==> src/verilog/lpm_pkg.sv <==
// Package of constants and types for the low-power mode controller
// Notes on behaviour
// - In PHY-off suspend the PHY is off, USB is held suspended, clocks stop and PLLs are off.
// - PHY-off suspend is entered on request of on-chip firmware or of an external mailbox write.
// - In PHY-off suspend all pins keep driving their last value and USB keeps its last state.
// - In PHY-off suspend configuration, buffer memory and internal RAM stay unchanged.
// - Suspend is entered only after bus transactions are done; leftovers are not kept.
// - PHY-off suspend ends on D+ or D- change, ID change, SS resume, VBUS, CTS, line 0 or reset.
// - A wake from PHY-off suspend other than by reset leaves the program counter alone.
// - Standby wakes only on VBUS, CTS level of chosen polarity, control line 0 or reset.
// - Any wake from standby resets the program counter and restarts the powered-down core.
// - In standby the crystal oscillator, the PLL and the USB transceiver are off.
// - In standby GPIO pins keep the configuration they had before entry.
// - Core power-down loses all contents; exit is supply return or reset, then reload.
// - Each pin can be tristate, pulled up or pulled down, and holds its value in low power.
// - Drive strength is full, three-quarter, half or quarter, set per interface.
// - Unused control lines except line 15, and unused serial pins, can serve as GPIO.
package lpm_pkg;

    localparam logic [7:0] CTRL_OFFSET     = 8'h00;
    localparam logic [7:0] MAILBOX_OFFSET  = 8'h04;
    localparam logic [7:0] STATUS_OFFSET   = 8'h08;
    localparam logic [7:0] IRQ_STAT_OFFSET = 8'h0c;
    localparam logic [7:0] IRQ_MASK_OFFSET = 8'h10;
    localparam logic [7:0] PULL_OFFSET     = 8'h14;
    localparam logic [7:0] DRIVE_OFFSET    = 8'h18;
    localparam logic [7:0] GPIO_SEL_OFFSET = 8'h1c;
    localparam logic [7:0] GPIO_OUT_OFFSET = 8'h20;

    // Control register fields
    localparam int CTRL_SUSPEND_BIT = 0;
    localparam int CTRL_STANDBY_BIT = 1;
    localparam int CTRL_CTS_POL_BIT = 2;
    localparam int MAILBOX_SUSPEND_BIT = 0;

    // Interrupt status fields
    localparam int IRQ_ENTERED_BIT = 0;
    localparam int IRQ_WOKE_BIT    = 1;
    localparam int IRQ_WIDTH       = 2;

    localparam int NUM_PINS     = 16;
    localparam int NUM_IFACES   = 4;
    localparam int NUM_CTL      = 16;
    localparam int NUM_SERIAL   = 8;
    localparam int CTL_GPIO_LSB = 0;
    localparam int SER_GPIO_LSB = 16;
    localparam int CTL15_BIT    = 15;

    // Pull modes, two bits per pin
    localparam logic [1:0] PULL_TRISTATE = 2'h0;
    localparam logic [1:0] PULL_UP       = 2'h1;
    localparam logic [1:0] PULL_DOWN     = 2'h2;

    // Drive strengths, two bits per interface
    localparam logic [1:0] DRIVE_FULL    = 2'h0;
    localparam logic [1:0] DRIVE_3Q      = 2'h1;
    localparam logic [1:0] DRIVE_HALF    = 2'h2;
    localparam logic [1:0] DRIVE_QUARTER = 2'h3;

    localparam logic [31:0] CTRL_RESET     = 32'h0000_0000;
    localparam logic [31:0] PULL_RESET     = 32'h5555_5555;
    localparam logic [31:0] DRIVE_RESET    = 32'h0000_0000;
    localparam logic [31:0] GPIO_SEL_RESET = 32'h0000_0000;

    localparam logic [1:0] RESP_OKAY   = 2'h0;
    localparam logic [1:0] RESP_SLVERR = 2'h2;

    // Clock and PLL restart time
    localparam int CLK_PERIOD_PS    = 4000;
    localparam int RESTART_TIME_NS  = 1000;
    localparam int RESTART_CYCLES   = (RESTART_TIME_NS * 1000) / CLK_PERIOD_PS;

    typedef enum logic [2:0] {
        ST_RUN     = 3'b000,
        ST_DRAIN   = 3'b001,
        ST_SUSPEND = 3'b010,
        ST_STANDBY = 3'b011,
        ST_RESTART = 3'b100
    } lpm_state_type;

    typedef struct packed {
        logic dp_line;
        logic dm_line;
        logic role_identity_pin;
        logic superspeed_receive_pair_resume;
        logic vbus_detect;
        logic cts_level;
        logic interface_control_line_0;
        logic ext_reset_n;
    } lpm_wake_type;

    typedef struct packed {
        logic phy_enable;
        logic usb_suspend;
        logic clocks_run;
        logic pll_enable;
        logic xtal_enable;
        logic usb_xcvr_enable;
        logic core_power;
        logic pad_hold;
    } lpm_power_type;

endpackage : lpm_pkg

==> src/verilog/lpm_ctrl.sv <==
// Low-power mode controller with AXI4-Lite registers and pad configuration
//
// The implementer's own choices: register access over AXI4-Lite and the address map.
module lpm_ctrl
(
    input  wire logic                          aclk,
    input  wire logic                          aresetn,
    input  wire logic [7:0]                    s_axi_awaddr,
    input  wire logic                          s_axi_awvalid,
    output logic                               s_axi_awready,
    input  wire logic [31:0]                   s_axi_wdata,
    input  wire logic [3:0]                    s_axi_wstrb,
    input  wire logic                          s_axi_wvalid,
    output logic                               s_axi_wready,
    output logic [1:0]                         s_axi_bresp,
    output logic                               s_axi_bvalid,
    input  wire logic                          s_axi_bready,
    input  wire logic [7:0]                    s_axi_araddr,
    input  wire logic                          s_axi_arvalid,
    output logic                               s_axi_arready,
    output logic [31:0]                        s_axi_rdata,
    output logic [1:0]                         s_axi_rresp,
    output logic                               s_axi_rvalid,
    input  wire logic                          s_axi_rready,
    input  wire logic                          bus_idle,
    input  wire lpm_pkg::lpm_wake_type         wake_in,
    output lpm_pkg::lpm_power_type             power_out,
    output logic                               cpu_pc_reset,
    output logic [2*lpm_pkg::NUM_PINS-1:0]     pad_pull,
    output logic [2*lpm_pkg::NUM_IFACES-1:0]   pad_drive,
    output logic [lpm_pkg::NUM_CTL-1:0]        ctl_gpio_en,
    output logic [lpm_pkg::NUM_SERIAL-1:0]     serial_gpio_en,
    output logic [lpm_pkg::NUM_PINS-1:0]       gpio_out,
    output logic                               irq
);
    import lpm_pkg::*;

    lpm_state_type                   state_reg;
    lpm_state_type                   state_next;
    logic [31:0]                     ctrl_reg;
    logic                            mailbox_reg;
    logic [31:0]                     pull_reg;
    logic [31:0]                     drive_reg;
    logic [31:0]                     gpio_sel_reg;
    logic [NUM_PINS-1:0]             gpio_out_reg;
    logic [IRQ_WIDTH-1:0]            irq_stat_reg;
    logic [IRQ_WIDTH-1:0]            irq_mask_reg;
    logic                            irq_reg;
    logic                            target_standby_reg;
    lpm_wake_type                    wake_prev_reg;
    lpm_wake_type                    wake_src_reg;
    logic [15:0]                     restart_cnt_reg;
    lpm_power_type                   power_reg;
    logic                            pc_reset_reg;
    logic                            awready_reg;
    logic                            wready_reg;
    logic                            bvalid_reg;
    logic [1:0]                      bresp_reg;
    logic                            arready_reg;
    logic                            rvalid_reg;
    logic [1:0]                      rresp_reg;
    logic [31:0]                     rdata_reg;
    logic                            wr_fire;
    logic                            rd_fire;
    logic                            wr_mapped;
    logic                            rd_mapped;
    logic [31:0]                     wr_mask;
    logic [31:0]                     rd_value;
    logic                            run_mode;
    lpm_wake_type                    suspend_hits;
    lpm_wake_type                    standby_hits;
    lpm_wake_type                    wake_hits;
    logic                            wake_any;
    logic                            enter_req;
    logic [IRQ_WIDTH-1:0]            irq_set;
    logic [IRQ_WIDTH-1:0]            irq_clr;

    assign run_mode = (state_reg == ST_RUN);

    // Write taken when address and data are both offered
    assign wr_fire = s_axi_awvalid && s_axi_wvalid && !awready_reg && !bvalid_reg;
    assign rd_fire = s_axi_arvalid && !arready_reg && !rvalid_reg;

    genvar gi;
    generate
        for (gi = 0; gi < 4; gi++)
        begin : g_strb
            assign wr_mask[8*gi +: 8] = {8{s_axi_wstrb[gi]}};
        end
    endgenerate

    always_comb
    begin
        if (s_axi_awaddr == CTRL_OFFSET || s_axi_awaddr == MAILBOX_OFFSET)
            wr_mapped = 1'b1;
        else if (s_axi_awaddr == STATUS_OFFSET || s_axi_awaddr == IRQ_STAT_OFFSET)
            wr_mapped = 1'b1;
        else if (s_axi_awaddr == IRQ_MASK_OFFSET || s_axi_awaddr == PULL_OFFSET)
            wr_mapped = 1'b1;
        else if (s_axi_awaddr == DRIVE_OFFSET || s_axi_awaddr == GPIO_SEL_OFFSET)
            wr_mapped = 1'b1;
        else if (s_axi_awaddr == GPIO_OUT_OFFSET)
            wr_mapped = 1'b1;
        else
            wr_mapped = 1'b0;
    end

    always_comb
    begin
        rd_mapped = 1'b1;
        rd_value  = 32'h0000_0000;
        if (s_axi_araddr == CTRL_OFFSET)
            rd_value = ctrl_reg;
        else if (s_axi_araddr == MAILBOX_OFFSET)
            rd_value = {31'h0000_0000, mailbox_reg};
        else if (s_axi_araddr == STATUS_OFFSET)
            rd_value = {21'h00_0000, wake_src_reg, state_reg};
        else if (s_axi_araddr == IRQ_STAT_OFFSET)
            rd_value = {30'h0000_0000, irq_stat_reg};
        else if (s_axi_araddr == IRQ_MASK_OFFSET)
            rd_value = {30'h0000_0000, irq_mask_reg};
        else if (s_axi_araddr == PULL_OFFSET)
            rd_value = pull_reg;
        else if (s_axi_araddr == DRIVE_OFFSET)
            rd_value = {24'h00_0000, drive_reg[7:0]};
        else if (s_axi_araddr == GPIO_SEL_OFFSET)
            rd_value = gpio_sel_reg;
        else if (s_axi_araddr == GPIO_OUT_OFFSET)
            rd_value = {16'h0000, gpio_out_reg};
        else
            rd_mapped = 1'b0;
    end

    // Write channel handshake and response
    always_ff @(posedge aclk)
    begin
        if (!aresetn)
        begin
            awready_reg <= 1'b0;
            wready_reg  <= 1'b0;
            bvalid_reg  <= 1'b0;
            bresp_reg   <= RESP_OKAY;
        end
        else
        begin
            awready_reg <= wr_fire;
            wready_reg  <= wr_fire;
            if (wr_fire)
            begin
                bvalid_reg <= 1'b1;
                bresp_reg  <= wr_mapped ? RESP_OKAY : RESP_SLVERR;
            end
            else if (bvalid_reg && s_axi_bready)
                bvalid_reg <= 1'b0;
        end
    end

    // Read channel handshake and data
    always_ff @(posedge aclk)
    begin
        if (!aresetn)
        begin
            arready_reg <= 1'b0;
            rvalid_reg  <= 1'b0;
            rresp_reg   <= RESP_OKAY;
            rdata_reg   <= 32'h0000_0000;
        end
        else
        begin
            arready_reg <= rd_fire;
            if (rd_fire)
            begin
                rvalid_reg <= 1'b1;
                rresp_reg  <= rd_mapped ? RESP_OKAY : RESP_SLVERR;
                rdata_reg  <= rd_value;
            end
            else if (rvalid_reg && s_axi_rready)
                rvalid_reg <= 1'b0;
        end
    end

    // Configuration frozen outside run mode
    always_ff @(posedge aclk)
    begin
        if (!aresetn)
        begin
            ctrl_reg     <= CTRL_RESET;
            pull_reg     <= PULL_RESET;
            drive_reg    <= DRIVE_RESET;
            gpio_sel_reg <= GPIO_SEL_RESET;
            gpio_out_reg <= 16'h0000;
            irq_mask_reg <= 2'h0;
        end
        else if (wr_fire && run_mode)
        begin
            if (s_axi_awaddr == CTRL_OFFSET)
                ctrl_reg <= (ctrl_reg & ~wr_mask) | (s_axi_wdata & wr_mask);
            else if (s_axi_awaddr == PULL_OFFSET)
                pull_reg <= (pull_reg & ~wr_mask) | (s_axi_wdata & wr_mask);
            else if (s_axi_awaddr == DRIVE_OFFSET)
                drive_reg <= (drive_reg & ~wr_mask) | (s_axi_wdata & wr_mask);
            else if (s_axi_awaddr == GPIO_SEL_OFFSET)
                gpio_sel_reg <= (gpio_sel_reg & ~wr_mask) | (s_axi_wdata & wr_mask);
            else if (s_axi_awaddr == GPIO_OUT_OFFSET && s_axi_wstrb[0])
                gpio_out_reg[7:0] <= s_axi_wdata[7:0];
            else if (s_axi_awaddr == IRQ_MASK_OFFSET && s_axi_wstrb[0])
                irq_mask_reg <= s_axi_wdata[IRQ_WIDTH-1:0];
            if (s_axi_awaddr == GPIO_OUT_OFFSET && s_axi_wstrb[1])
                gpio_out_reg[15:8] <= s_axi_wdata[15:8];
        end
        else if (state_reg == ST_DRAIN || state_reg == ST_RESTART)
            ctrl_reg[CTRL_STANDBY_BIT:CTRL_SUSPEND_BIT] <= 2'h0;
    end

    // External processor mailbox request
    always_ff @(posedge aclk)
    begin
        if (!aresetn)
            mailbox_reg <= 1'b0;
        else if (wr_fire && run_mode && s_axi_awaddr == MAILBOX_OFFSET && s_axi_wstrb[0])
            mailbox_reg <= s_axi_wdata[MAILBOX_SUSPEND_BIT];
        else if (state_reg == ST_DRAIN)
            mailbox_reg <= 1'b0;
    end

    assign enter_req = ctrl_reg[CTRL_SUSPEND_BIT] || ctrl_reg[CTRL_STANDBY_BIT]
                       || mailbox_reg;

    // Wake qualification per state
    always_comb
    begin
        suspend_hits = '0;
        suspend_hits.dp_line = wake_in.dp_line ^ wake_prev_reg.dp_line;
        suspend_hits.dm_line = wake_in.dm_line ^ wake_prev_reg.dm_line;
        suspend_hits.role_identity_pin =
            wake_in.role_identity_pin ^ wake_prev_reg.role_identity_pin;
        suspend_hits.superspeed_receive_pair_resume = wake_in.superspeed_receive_pair_resume;
        suspend_hits.vbus_detect = wake_in.vbus_detect;
        suspend_hits.cts_level = wake_in.cts_level == ctrl_reg[CTRL_CTS_POL_BIT];
        suspend_hits.interface_control_line_0 = wake_in.interface_control_line_0;
        suspend_hits.ext_reset_n = !wake_in.ext_reset_n;
        standby_hits = '0;
        standby_hits.vbus_detect = suspend_hits.vbus_detect;
        standby_hits.cts_level = suspend_hits.cts_level;
        standby_hits.interface_control_line_0 = suspend_hits.interface_control_line_0;
        standby_hits.ext_reset_n = suspend_hits.ext_reset_n;
        if (state_reg == ST_SUSPEND)
            wake_hits = suspend_hits;
        else if (state_reg == ST_STANDBY)
            wake_hits = standby_hits;
        else
            wake_hits = '0;
    end

    assign wake_any = |wake_hits;

    // Previous pin levels for transition detection
    always_ff @(posedge aclk)
    begin
        if (!aresetn)
            wake_prev_reg <= '0;
        else
            wake_prev_reg <= wake_in;
    end

    always_comb
    begin
        state_next = state_reg;
        case (state_reg)
            ST_RUN:
                if (enter_req)
                    state_next = ST_DRAIN;
            ST_DRAIN:
                if (bus_idle && !bvalid_reg && !rvalid_reg)
                    state_next = target_standby_reg ? ST_STANDBY : ST_SUSPEND;
            ST_SUSPEND:
                if (wake_any)
                    state_next = ST_RESTART;
            ST_STANDBY:
                if (wake_any)
                    state_next = ST_RESTART;
            ST_RESTART:
                if (restart_cnt_reg == 16'h0000)
                    state_next = ST_RUN;
            default:
                state_next = ST_RUN;
        endcase
    end

    always_ff @(posedge aclk)
    begin
        if (!aresetn)
            state_reg <= ST_RUN;
        else
            state_reg <= state_next;
    end

    // Target low-power state chosen at entry
    always_ff @(posedge aclk)
    begin
        if (!aresetn)
            target_standby_reg <= 1'b0;
        else if (run_mode && enter_req)
            target_standby_reg <= ctrl_reg[CTRL_STANDBY_BIT] && !ctrl_reg[CTRL_SUSPEND_BIT]
                                  && !mailbox_reg;
    end

    // First wake source latched, restart timer loaded
    always_ff @(posedge aclk)
    begin
        if (!aresetn)
        begin
            wake_src_reg    <= '0;
            restart_cnt_reg <= 16'h0000;
        end
        else if (wake_any && state_reg != ST_RESTART)
        begin
            wake_src_reg    <= wake_hits;
            restart_cnt_reg <= 16'(RESTART_CYCLES - 1);
        end
        else if (state_reg == ST_RESTART && restart_cnt_reg != 16'h0000)
            restart_cnt_reg <= restart_cnt_reg - 16'h0001;
    end

    // Power, clock and pad hold controls
    always_ff @(posedge aclk)
    begin
        if (!aresetn)
        begin
            power_reg <= '{phy_enable: 1'b1, usb_suspend: 1'b0, clocks_run: 1'b1,
                           pll_enable: 1'b1, xtal_enable: 1'b1, usb_xcvr_enable: 1'b1,
                           core_power: 1'b1, pad_hold: 1'b0};
        end
        else if (state_next == ST_SUSPEND)
        begin
            power_reg.phy_enable  <= 1'b0;
            power_reg.usb_suspend <= 1'b1;
            power_reg.clocks_run  <= 1'b0;
            power_reg.pll_enable  <= 1'b0;
            power_reg.pad_hold    <= 1'b1;
        end
        else if (state_next == ST_STANDBY)
        begin
            power_reg.phy_enable      <= 1'b0;
            power_reg.clocks_run      <= 1'b0;
            power_reg.pll_enable      <= 1'b0;
            power_reg.xtal_enable     <= 1'b0;
            power_reg.usb_xcvr_enable <= 1'b0;
            power_reg.core_power      <= 1'b0;
            power_reg.pad_hold        <= 1'b1;
        end
        else if (state_next == ST_RESTART)
        begin
            power_reg.xtal_enable     <= 1'b1;
            power_reg.pll_enable      <= 1'b1;
            power_reg.usb_xcvr_enable <= 1'b1;
            power_reg.core_power      <= 1'b1;
        end
        else if (state_next == ST_RUN)
        begin
            power_reg.clocks_run  <= 1'b1;
            power_reg.phy_enable  <= 1'b1;
            power_reg.usb_suspend <= 1'b0;
            power_reg.pad_hold    <= 1'b0;
        end
    end

    // Program counter reset on return to run after standby or after a reset wake
    always_ff @(posedge aclk)
    begin
        if (!aresetn)
            pc_reset_reg <= 1'b0;
        else if (state_reg == ST_RESTART && state_next == ST_RUN)
            pc_reset_reg <= target_standby_reg || wake_src_reg.ext_reset_n;
        else
            pc_reset_reg <= 1'b0;
    end

    assign irq_set[IRQ_ENTERED_BIT] = state_reg == ST_DRAIN && state_next != ST_DRAIN;
    assign irq_set[IRQ_WOKE_BIT]    = state_reg == ST_RESTART && state_next == ST_RUN;
    assign irq_clr = (wr_fire && s_axi_awaddr == IRQ_STAT_OFFSET && s_axi_wstrb[0]) ?
                     s_axi_wdata[IRQ_WIDTH-1:0] : 2'h0;

    // Sticky status, set beats clear
    always_ff @(posedge aclk)
    begin
        if (!aresetn)
        begin
            irq_stat_reg <= 2'h0;
            irq_reg      <= 1'b0;
        end
        else
        begin
            irq_stat_reg <= (irq_stat_reg & ~irq_clr) | irq_set;
            irq_reg      <= |(((irq_stat_reg & ~irq_clr) | irq_set) & irq_mask_reg);
        end
    end

    assign s_axi_awready = awready_reg;
    assign s_axi_wready  = wready_reg;
    assign s_axi_bvalid  = bvalid_reg;
    assign s_axi_bresp   = bresp_reg;
    assign s_axi_arready = arready_reg;
    assign s_axi_rvalid  = rvalid_reg;
    assign s_axi_rresp   = rresp_reg;
    assign s_axi_rdata   = rdata_reg;
    assign power_out     = power_reg;
    assign cpu_pc_reset  = pc_reset_reg;
    assign pad_pull      = pull_reg;
    assign pad_drive     = drive_reg[2*NUM_IFACES-1:0];
    assign ctl_gpio_en   = gpio_sel_reg[CTL_GPIO_LSB +: NUM_CTL] & 16'h7fff;
    assign serial_gpio_en = gpio_sel_reg[SER_GPIO_LSB +: NUM_SERIAL];
    assign gpio_out      = gpio_out_reg;
    assign irq           = irq_reg;

endmodule : lpm_ctrl

==> config.mk <==
export PLATFORM = sky130hd
export DESIGN_NAME = lpm_ctrl
export DESIGN_NICKNAME = d
export VERILOG_FILES = /design/src/verilog/lpm_pkg.sv /design/src/verilog/lpm_ctrl.sv
export SDC_FILE = /design/constraint.sdc
export NUM_CORES = 1
export LEC_CHECK = 0
export ABC_CLOCK_PERIOD_IN_PS = 2200
export BUFFER_PORTS_ARGS = -buffer_cell sky130_fd_sc_hd__buf_2
export CORE_ASPECT_RATIO = 0.7
export CORE_UTILIZATION = 35
export CTS_CLUSTER_DIAMETER = 30
export CTS_CLUSTER_SIZE = 28
export DETAILED_ROUTE_END_ITERATION = 8
export SKIP_LAST_GASP = 1
export SLEW_MARGIN = 20
export SYNTH_ARGS = -nofsm -noshare
export SYNTH_HDL_FRONTEND = slang
export SYNTH_SLANG_ARGS = --single-unit
==> constraint.sdc <==
create_clock -name aclk -period 2.2 [get_ports aclk]
set_input_delay 0.22 -clock aclk [delete_from_list [all_inputs] [get_ports aclk]]
set_output_delay 0.22 -clock aclk [all_outputs]
set_load 0.005 [all_outputs]
==> results.py, run 1 <==
metrics = {
    "status": {
        "outcome": "finished, final reports clean",
    },
    "logic_synthesis": {
        "seq_area_frac_synth_pct": 45.7,
        "synth_edf_count": 0,
        "synth_seq_cells": 201,
        "ys_types": 63,
        "async_reset_ff_share_pct": 0,
        "synth_ff_type": "dfxtp_1",
        "syn_area_sq_um": 8800,
        "synth_cells": 1017,
        "avgSynthCellArea_sq_um": 8.65,
        "yosysWarnings": 0,
    },
    "route": {
        "vias": 8275,
        "drc_errors": 0,
        "final_antenna_net_count": 0,
        "drt_pre_antenna_iters": 5,
        "routed_wl_microns": 29000,
        "drt-vias-per-instance": 5.22,
        "wl_per_cell_microns": 18.3,
        "drt_iter0_drc": 637,
    },
    "cts": {
        "post_cts_buffers": 0,
        "path_clk_slew_ns": 0.05,
        "h-tree-depth": 2,
        "numCtsBuffers": 39,
        "cts_root_buffer": "clkbuf_16",
        "clkSinkCount": 201,
        "clockBufferDepth": 3,
        "cts_tree": "yes",
        "clkLatencyLatePin_ns": 0.50,
    },
    "floorplanning": {
        "row_count": 48,
        "core_sq_um": 24700,
        "pin_count": 199,
        "die_w_microns": 191,
        "die_area_sq_um": 25800,
        "start_util_pct": 35.6,
        "fp.dieH_microns": 135,
    },
    "timing": {
        "setup_tns_ns": 0,
        "worst_slew_pin_slew_ns": 0.975,
        "finalCritPeriodShare_pct": 91.8,
        "max_freq_ghz": 0.495,
        "fin_skew_ns": 0.0128,
        "slew_viol_final": 0,
        "post-route-min-period_ns": 2.02,
        "slew_headroom_pct": 34.7,
        "final-hold-violation-count": 0,
        "setup_viol": 0,
        "rsz0062_at_grt": "false",
    },
    "global_routing": {
        "overflow": 0,
        "track_usage_pct": 22.4,
        "grt_pass1_wl_microns": 44800,
        "antenna_found_initial": 3,
        "grt_pass1_vias": 7926,
        "grt_max_degree": 65,
    },
    "cells_and_area": {
        "drive_above_1_share_pct": 25.5,
        "seqCellArea_sq_um": 4020,
        "fillers": 2440,
        "design_area_sq_um": 11700,
        "areaGrowthSynthToFinish_pct": 32.6,
        "num-nets-final": 1295,
        "multi_input_area_sq_um": 4260,
    },
    "placement": {
        "port_buffers": 195,
        "dp_hpwl_microns": 20400,
        "placed_cell_area_sq_um": 9990,
        "gp_congestion": 0.868,
    },
    "power": {
        "powerDensity_nw_per_um2": 897,
        "power_leakage_uw": 0.00499,
        "irDropWorstVdd_v": 0.000550,
    },
    "critical_path": {
        "required_ns": 2.56,
        "r2r_slack_ns": 0.18,
        "reg2reg_depth": 6,
        "critPathSlowestCell": "and4bb_2",
        "path_depth": 6,
        "end_kind": "register",
        "timing.critical_path.buf_inv": 1,
        "start_kind": "register",
        "cpPeakStageDelay_ns": 0.45,
        "cpLargestDelayFamily": "simple AND/OR/NAND/NOR gates",
        "crit_path_cell_trace": "and4bb_2 -> and3_1 -> buf_4 -> nand4_2 -> mux2i_1 -> nor2_1",
        "cp_data_arrival_time_ns": 2.38,
        "critical_path.max_fanout": 10,
        "critPathKind": "reg2reg",
    },
    "worst_hold_path": {
        "hp-class": "in2reg",
        "hold_path_depth": 3,
    },
    "job": {
        "cap_violations": 0,
    },
}
==> layer usage <==
metal,vias up,GRT usage [%],share of wire [%]
met5,-,0,0
met3,45,4.13,7.3
met2,326,32.4,41
met1,3904,33.2,49
met4,0,7.41,2.0
li1,4000,-,-
==> path summary, 6_finish.rpt <==
| path | startpoint | endpoint |
|---|---|---|
| worst max-delay path | s_axi_wready | gpio_out[12] |
| worst min-delay path | s_axi_wdata[12] | register |
| worst max register to register | s_axi_wready | gpio_out[12] |
| worst min register to register | register | s_axi_rdata[15] |
==> synth_stat cells (5+ instances only) <==
| cell type | instances | share of area [%] |
|---|---|---|
| dfxtp_1 | 201 | 46 |
| nand2_1 | 160 | 6.8 |
| nor2_1 | 116 | 4.9 |
| a21oi_1 | 74 | 4.2 |
| mux2i_1 | 70 | 8.0 |
| clkbuf_1 | 40 | 1.7 |
| o21ai_0 | 32 | 1.8 |
| buf_4 | 31 | 2.6 |
| nand3_1 | 31 | 1.8 |
| nor3_1 | 28 | 1.6 |
| a221oi_1 | 26 | 2.6 |
| a22o_1 | 22 | 2.2 |
| and3_1 | 15 | 1.1 |
| inv_1 | 15 | 0.64 |
| buf_2 | 14 | 0.80 |
| a22oi_1 | 11 | 0.94 |
| xor2_1 | 10 | 1.0 |
| and2_1 | 8 | 0.57 |
| nor3b_1 | 7 | 0.60 |
| xnor2_1 | 7 | 0.70 |
| nand4_1 | 6 | 0.43 |
| o221a_2 | 6 | 0.77 |
| a31oi_1 | 5 | 0.36 |
| nand2b_1 | 5 | 0.36 |
| nor2b_1 | 5 | 0.36 |
| o22ai_1 | 5 | 0.36 |
==> worst reg2reg max path, delay by kind of cell, from the launching register on <==
kind          cells  cell delay [ns]
simple gates      4             1.13
flops             1             0.32
mux               1             0.28
buf+inv           1             0.17
==> cells in the final DEF (no fill, tap or decap), drive strengths merged, types with 5 or more instances in the layout <==
master / count
a221oi: 26
a21oi: 74
a22oi: 11
and3: 15
xnor2: 7
xor2: 10
nor2: 117
dfxtp: 201
nand4: 8
and2: 9
a22o: 22
nor4: 8
buf: 227
clkbuf: 47
inv: 20
a31oi: 5
clkinvlp: 9
clkinv: 5
nand3: 33
nor2b: 5
o221a: 7
dlygate4sd3: 28
nand2: 160
nand2b: 5
mux2i: 70
o21ai: 34
nor3b: 7
bufinv: 5
o22ai: 5
nor3: 32
==> what timing repair did <==
| action | CTS | global route |
|---|---|---|
| hold endpoints to repair | 56 | 0 |
| resized for setup | 0 | 2 |
| hold buffers | 28 | 0 |
| endpoints found under the setup margin | 0 | 2 |
==> metrics by stage <==
stage	cells	utilization (%)	hold WS [ns]	setup WS [ns]	total power (uW)
global placement	1482	40.5	0.441	0.238	4360
CTS	1580	47.2	0.00276	0.155	10600
floorplan	1019	-	0.342	0.389	4070
detailed placement	1482	40.5	0.446	0.173	4360
finish	1584	47.3	0.0236	0.181	10500
global route	1583	47.3	0.0190	0.0216	10800
==> cell families (layout without fill, tap and decap cells) <==
logic type / Yosys count / after routing / synth area share [%]
other cells: 1 / 7 / 0.0426
simple gates: 412 / 412 / 22.4
fa+ha+maj: 1 / 1 / 0.142
xor+xnor: 17 / 17 / 1.69
buf+inv: 105 / 341 / 6.17
flops: 201 / 201 / 45.7
compound gates: 210 / 210 / 15.9
mux: 70 / 70 / 7.96
==> final cells by class <==
| class | instances | share of cell area (%) |
|---|---|---|
| Clock inverter | 23 | 2.47 |
| Antenna cell | 4 | 0.0858 |
| Clock buffer | 47 | 9.33 |
| Multi-Input combinational cell | 713 | 36.5 |
| Tap cell | 325 | 3.48 |
| Inverter | 16 | 0.536 |
| Sequential cell | 201 | 34.5 |
| Timing Repair Buffer | 255 | 13.1 |
==> power breakdown <==
group	total (uW)	internal (uW)	switching (uW)	leakage, uW
combinational	588	237	351	0.00271
sequential	3740	3710	38.0	0.00163
clock	6130	4130	2000	0.000648
No activity file was read; power rests on OpenSTA's default activity.
==> run 2: changes to the inputs <==
Settings changed: REMOVE_ABC_BUFFERS from default to 1.
==> run 2 against run 1 <==
Compared with the run above: clock skew is 0.010 ns higher; largest cell class unchanged; final cell count is 0.44% higher; flip-flop and latch count unchanged; highest routed layer unchanged; wire length grew 0.26%; die area unchanged; via count is essentially flat; global-route usage about the same; sequential share of layout area down 0.10 points.
==> results.py, run 2 (synthesis results as in run 1) <==
metrics = {
    "worst_hold_path": {
        "hp-class": "in2reg",
    },
    "cells_and_area": {
        "final_common_cell": "dfxtp_1",
        "fillers": 2416,
        "areaGrowthSynthToFinish_pct": 33.0,
        "final_cell_mix": "201 x dfxtp_1, 195 x buf_2, 160 x nand2_1, 116 x nor2_1, 74 x a21oi_1",
        "instances_no_fill": 1591,
        "drive_above_1_share_pct": 25.8,
        "num-nets-final": 1302,
        "design_area_sq_um": 11700,
    },
    "placement": {
        "dpl.cell_count": 1485,
        "dp_hpwl_microns": 20500,
        "placed_cell_area_sq_um": 10000,
        "gp_congestion": 0.856,
        "port_buffers": 195,
        "pre_cts_slack_ns": 0.212,
    },
    "power": {
        "power_leakage_uw": 0.00505,
        "power_uw": 10300,
        "seqPwrFrac_pct": 36.3,
        "netSwitchingFraction_pct": 23.8,
        "irDropWorstVdd_v": 0.000435,
        "powerDensity_nw_per_um2": 880,
        "p_clk_share_pct": 57.9,
        "power_frac_comb_pct": 5.8,
        "p_int_uw": 7850,
        "power.switching_uw": 2450,
    },
    "floorplanning": {
        "row_count": 48,
        "die_area_sq_um": 25800,
        "fp.dieH_microns": 135,
        "die_w_microns": 191,
        "start_util_pct": 35.6,
        "pin_count": 199,
        "core_sq_um": 24700,
    },
    "cts": {
        "numCtsBuffers": 39,
        "clkLatencyLatePin_ns": 0.51,
        "cts_root_buffer": "clkbuf_16",
        "path_clk_slew_ns": 0.05,
        "post_cts_buffers": 0,
        "h-tree-depth": 2,
        "clkSinkCount": 201,
        "cts_tree": "yes",
        "clockBufferDepth": 3,
    },
    "critical_path": {
        "end_kind": "register",
        "critical_path.max_fanout": 9,
        "required_ns": 2.58,
        "cp_data_arrival_time_ns": 2.38,
        "start_kind": "register",
        "critPathKind": "reg2reg",
    },
    "global_routing": {
        "grt_pass1_wl_microns": 44900,
        "track_usage_pct": 22.5,
        "antenna_found_initial": 3,
        "grt_max_degree": 53,
        "overflow": 0,
        "grt_pass1_vias": 7769,
    },
    "timing": {
        "rsz0062_at_grt": "false",
        "slew_viol_final": 0,
        "hold_ws_ns": 0.0183,
        "setup_viol": 0,
        "layout_setup_ws_ns": 0.198,
        "fin_skew_ns": 0.0229,
        "max_freq_ghz": 0.500,
        "worst_slew_pin_slew_ns": 0.536,
        "slew_headroom_pct": 64.2,
        "post-route-min-period_ns": 2.00,
        "final-hold-violation-count": 0,
        "finalCritPeriodShare_pct": 91.0,
    },
    "route": {
        "routed_wl_microns": 29100,
        "drt-met1-wl_microns": 14200,
        "wl_met3_microns": 2610,
        "drc_errors": 0,
        "final_antenna_net_count": 0,
        "routed.top_layer": "met4",
        "vias": 8270,
        "drt_iter0_drc": 631,
        "drt-vias-per-instance": 5.20,
        "drt_pre_antenna_iters": 5,
        "dr_wl_met2_microns": 11900,
        "wl_per_cell_microns": 18.3,
    },
    "job": {
        "cap_violations": 0,
    },
    "status": {
        "outcome": "finished, final reports clean",
    },
}
run 2: cell count changes in the layout (fill, tap and decap cells not counted), sizes merged, moves of 2 or more:
cell         before  now
clkinv            5   14
clkinvlp          9    1
dlygate4sd3      28   32
buf             227  230
bufinv            5    2
clkbuf           47   49
run 2: critical path: stages (launching register included):
cell and delay (ns):
dfxtp_1 0.35, and4bb_2 0.42, and3_1 0.22, buf_4 0.16, nand4_2 0.37, mux2i_1 0.28
nor2_1 0.06
run 2: stage by stage:
step	util, %	setup TNS, ns
final	47.4	0
after global routing	47.4	0
after CTS	47.3	0
after detailed placement	40.6	0
after global placement	40.6	0
after floorplan	-	-83.62
run 2: what timing repair did:
action	4_1_cts	5_1_grt
hold buffers	32	0
endpoints found under the hold margin	66	0
gates resized for setup	0	2
setup endpoints to repair	0	2
run 2: area by class of cell:
| class | count | area (sq um) | area share (%) |
|---|---|---|---|
| antenna | 3 | 7.51 | 0.0642 |
| tap | 325 | 407 | 3.47 |
| clock inverter | 22 | 215 | 1.84 |
| sequential | 201 | 4020 | 34.4 |
| clock buffer | 49 | 1130 | 9.62 |
| timing repair buffer | 262 | 1610 | 13.7 |
| inverter | 16 | 62.6 | 0.535 |
| multi-input combinational | 713 | 4250 | 36.3 |
run 2: path summary, 6_finish.rpt:
check,from,endpoint,slack (ns),cells past startpoint
max,s_axi_bvalid,gpio_out[14],0.20,6
min reg2reg,register,register,0.45,2
max reg2reg,s_axi_bvalid,gpio_out[14],0.20,6
min,s_axi_wdata[8],register,0.02,3
run 2: routing by layer:
metal,vias up,global-route usage (%)
li1,4015,-
met1,3863,33.6
met2,350,31.7
met3,42,5.67
met4,0,5.51
met5,-,0
run 2: power by group through the flow:
stage | Clock (uW) | Sequential (uW) | Combinational (uW)
floorplan | 0 | 3810 | 217
global placement | 0 | 3810 | 546
detailed placement | 0 | 3810 | 549
CTS | 6050 | 3740 | 594
global route | 6270 | 3740 | 648
finish | 5960 | 3740 | 596
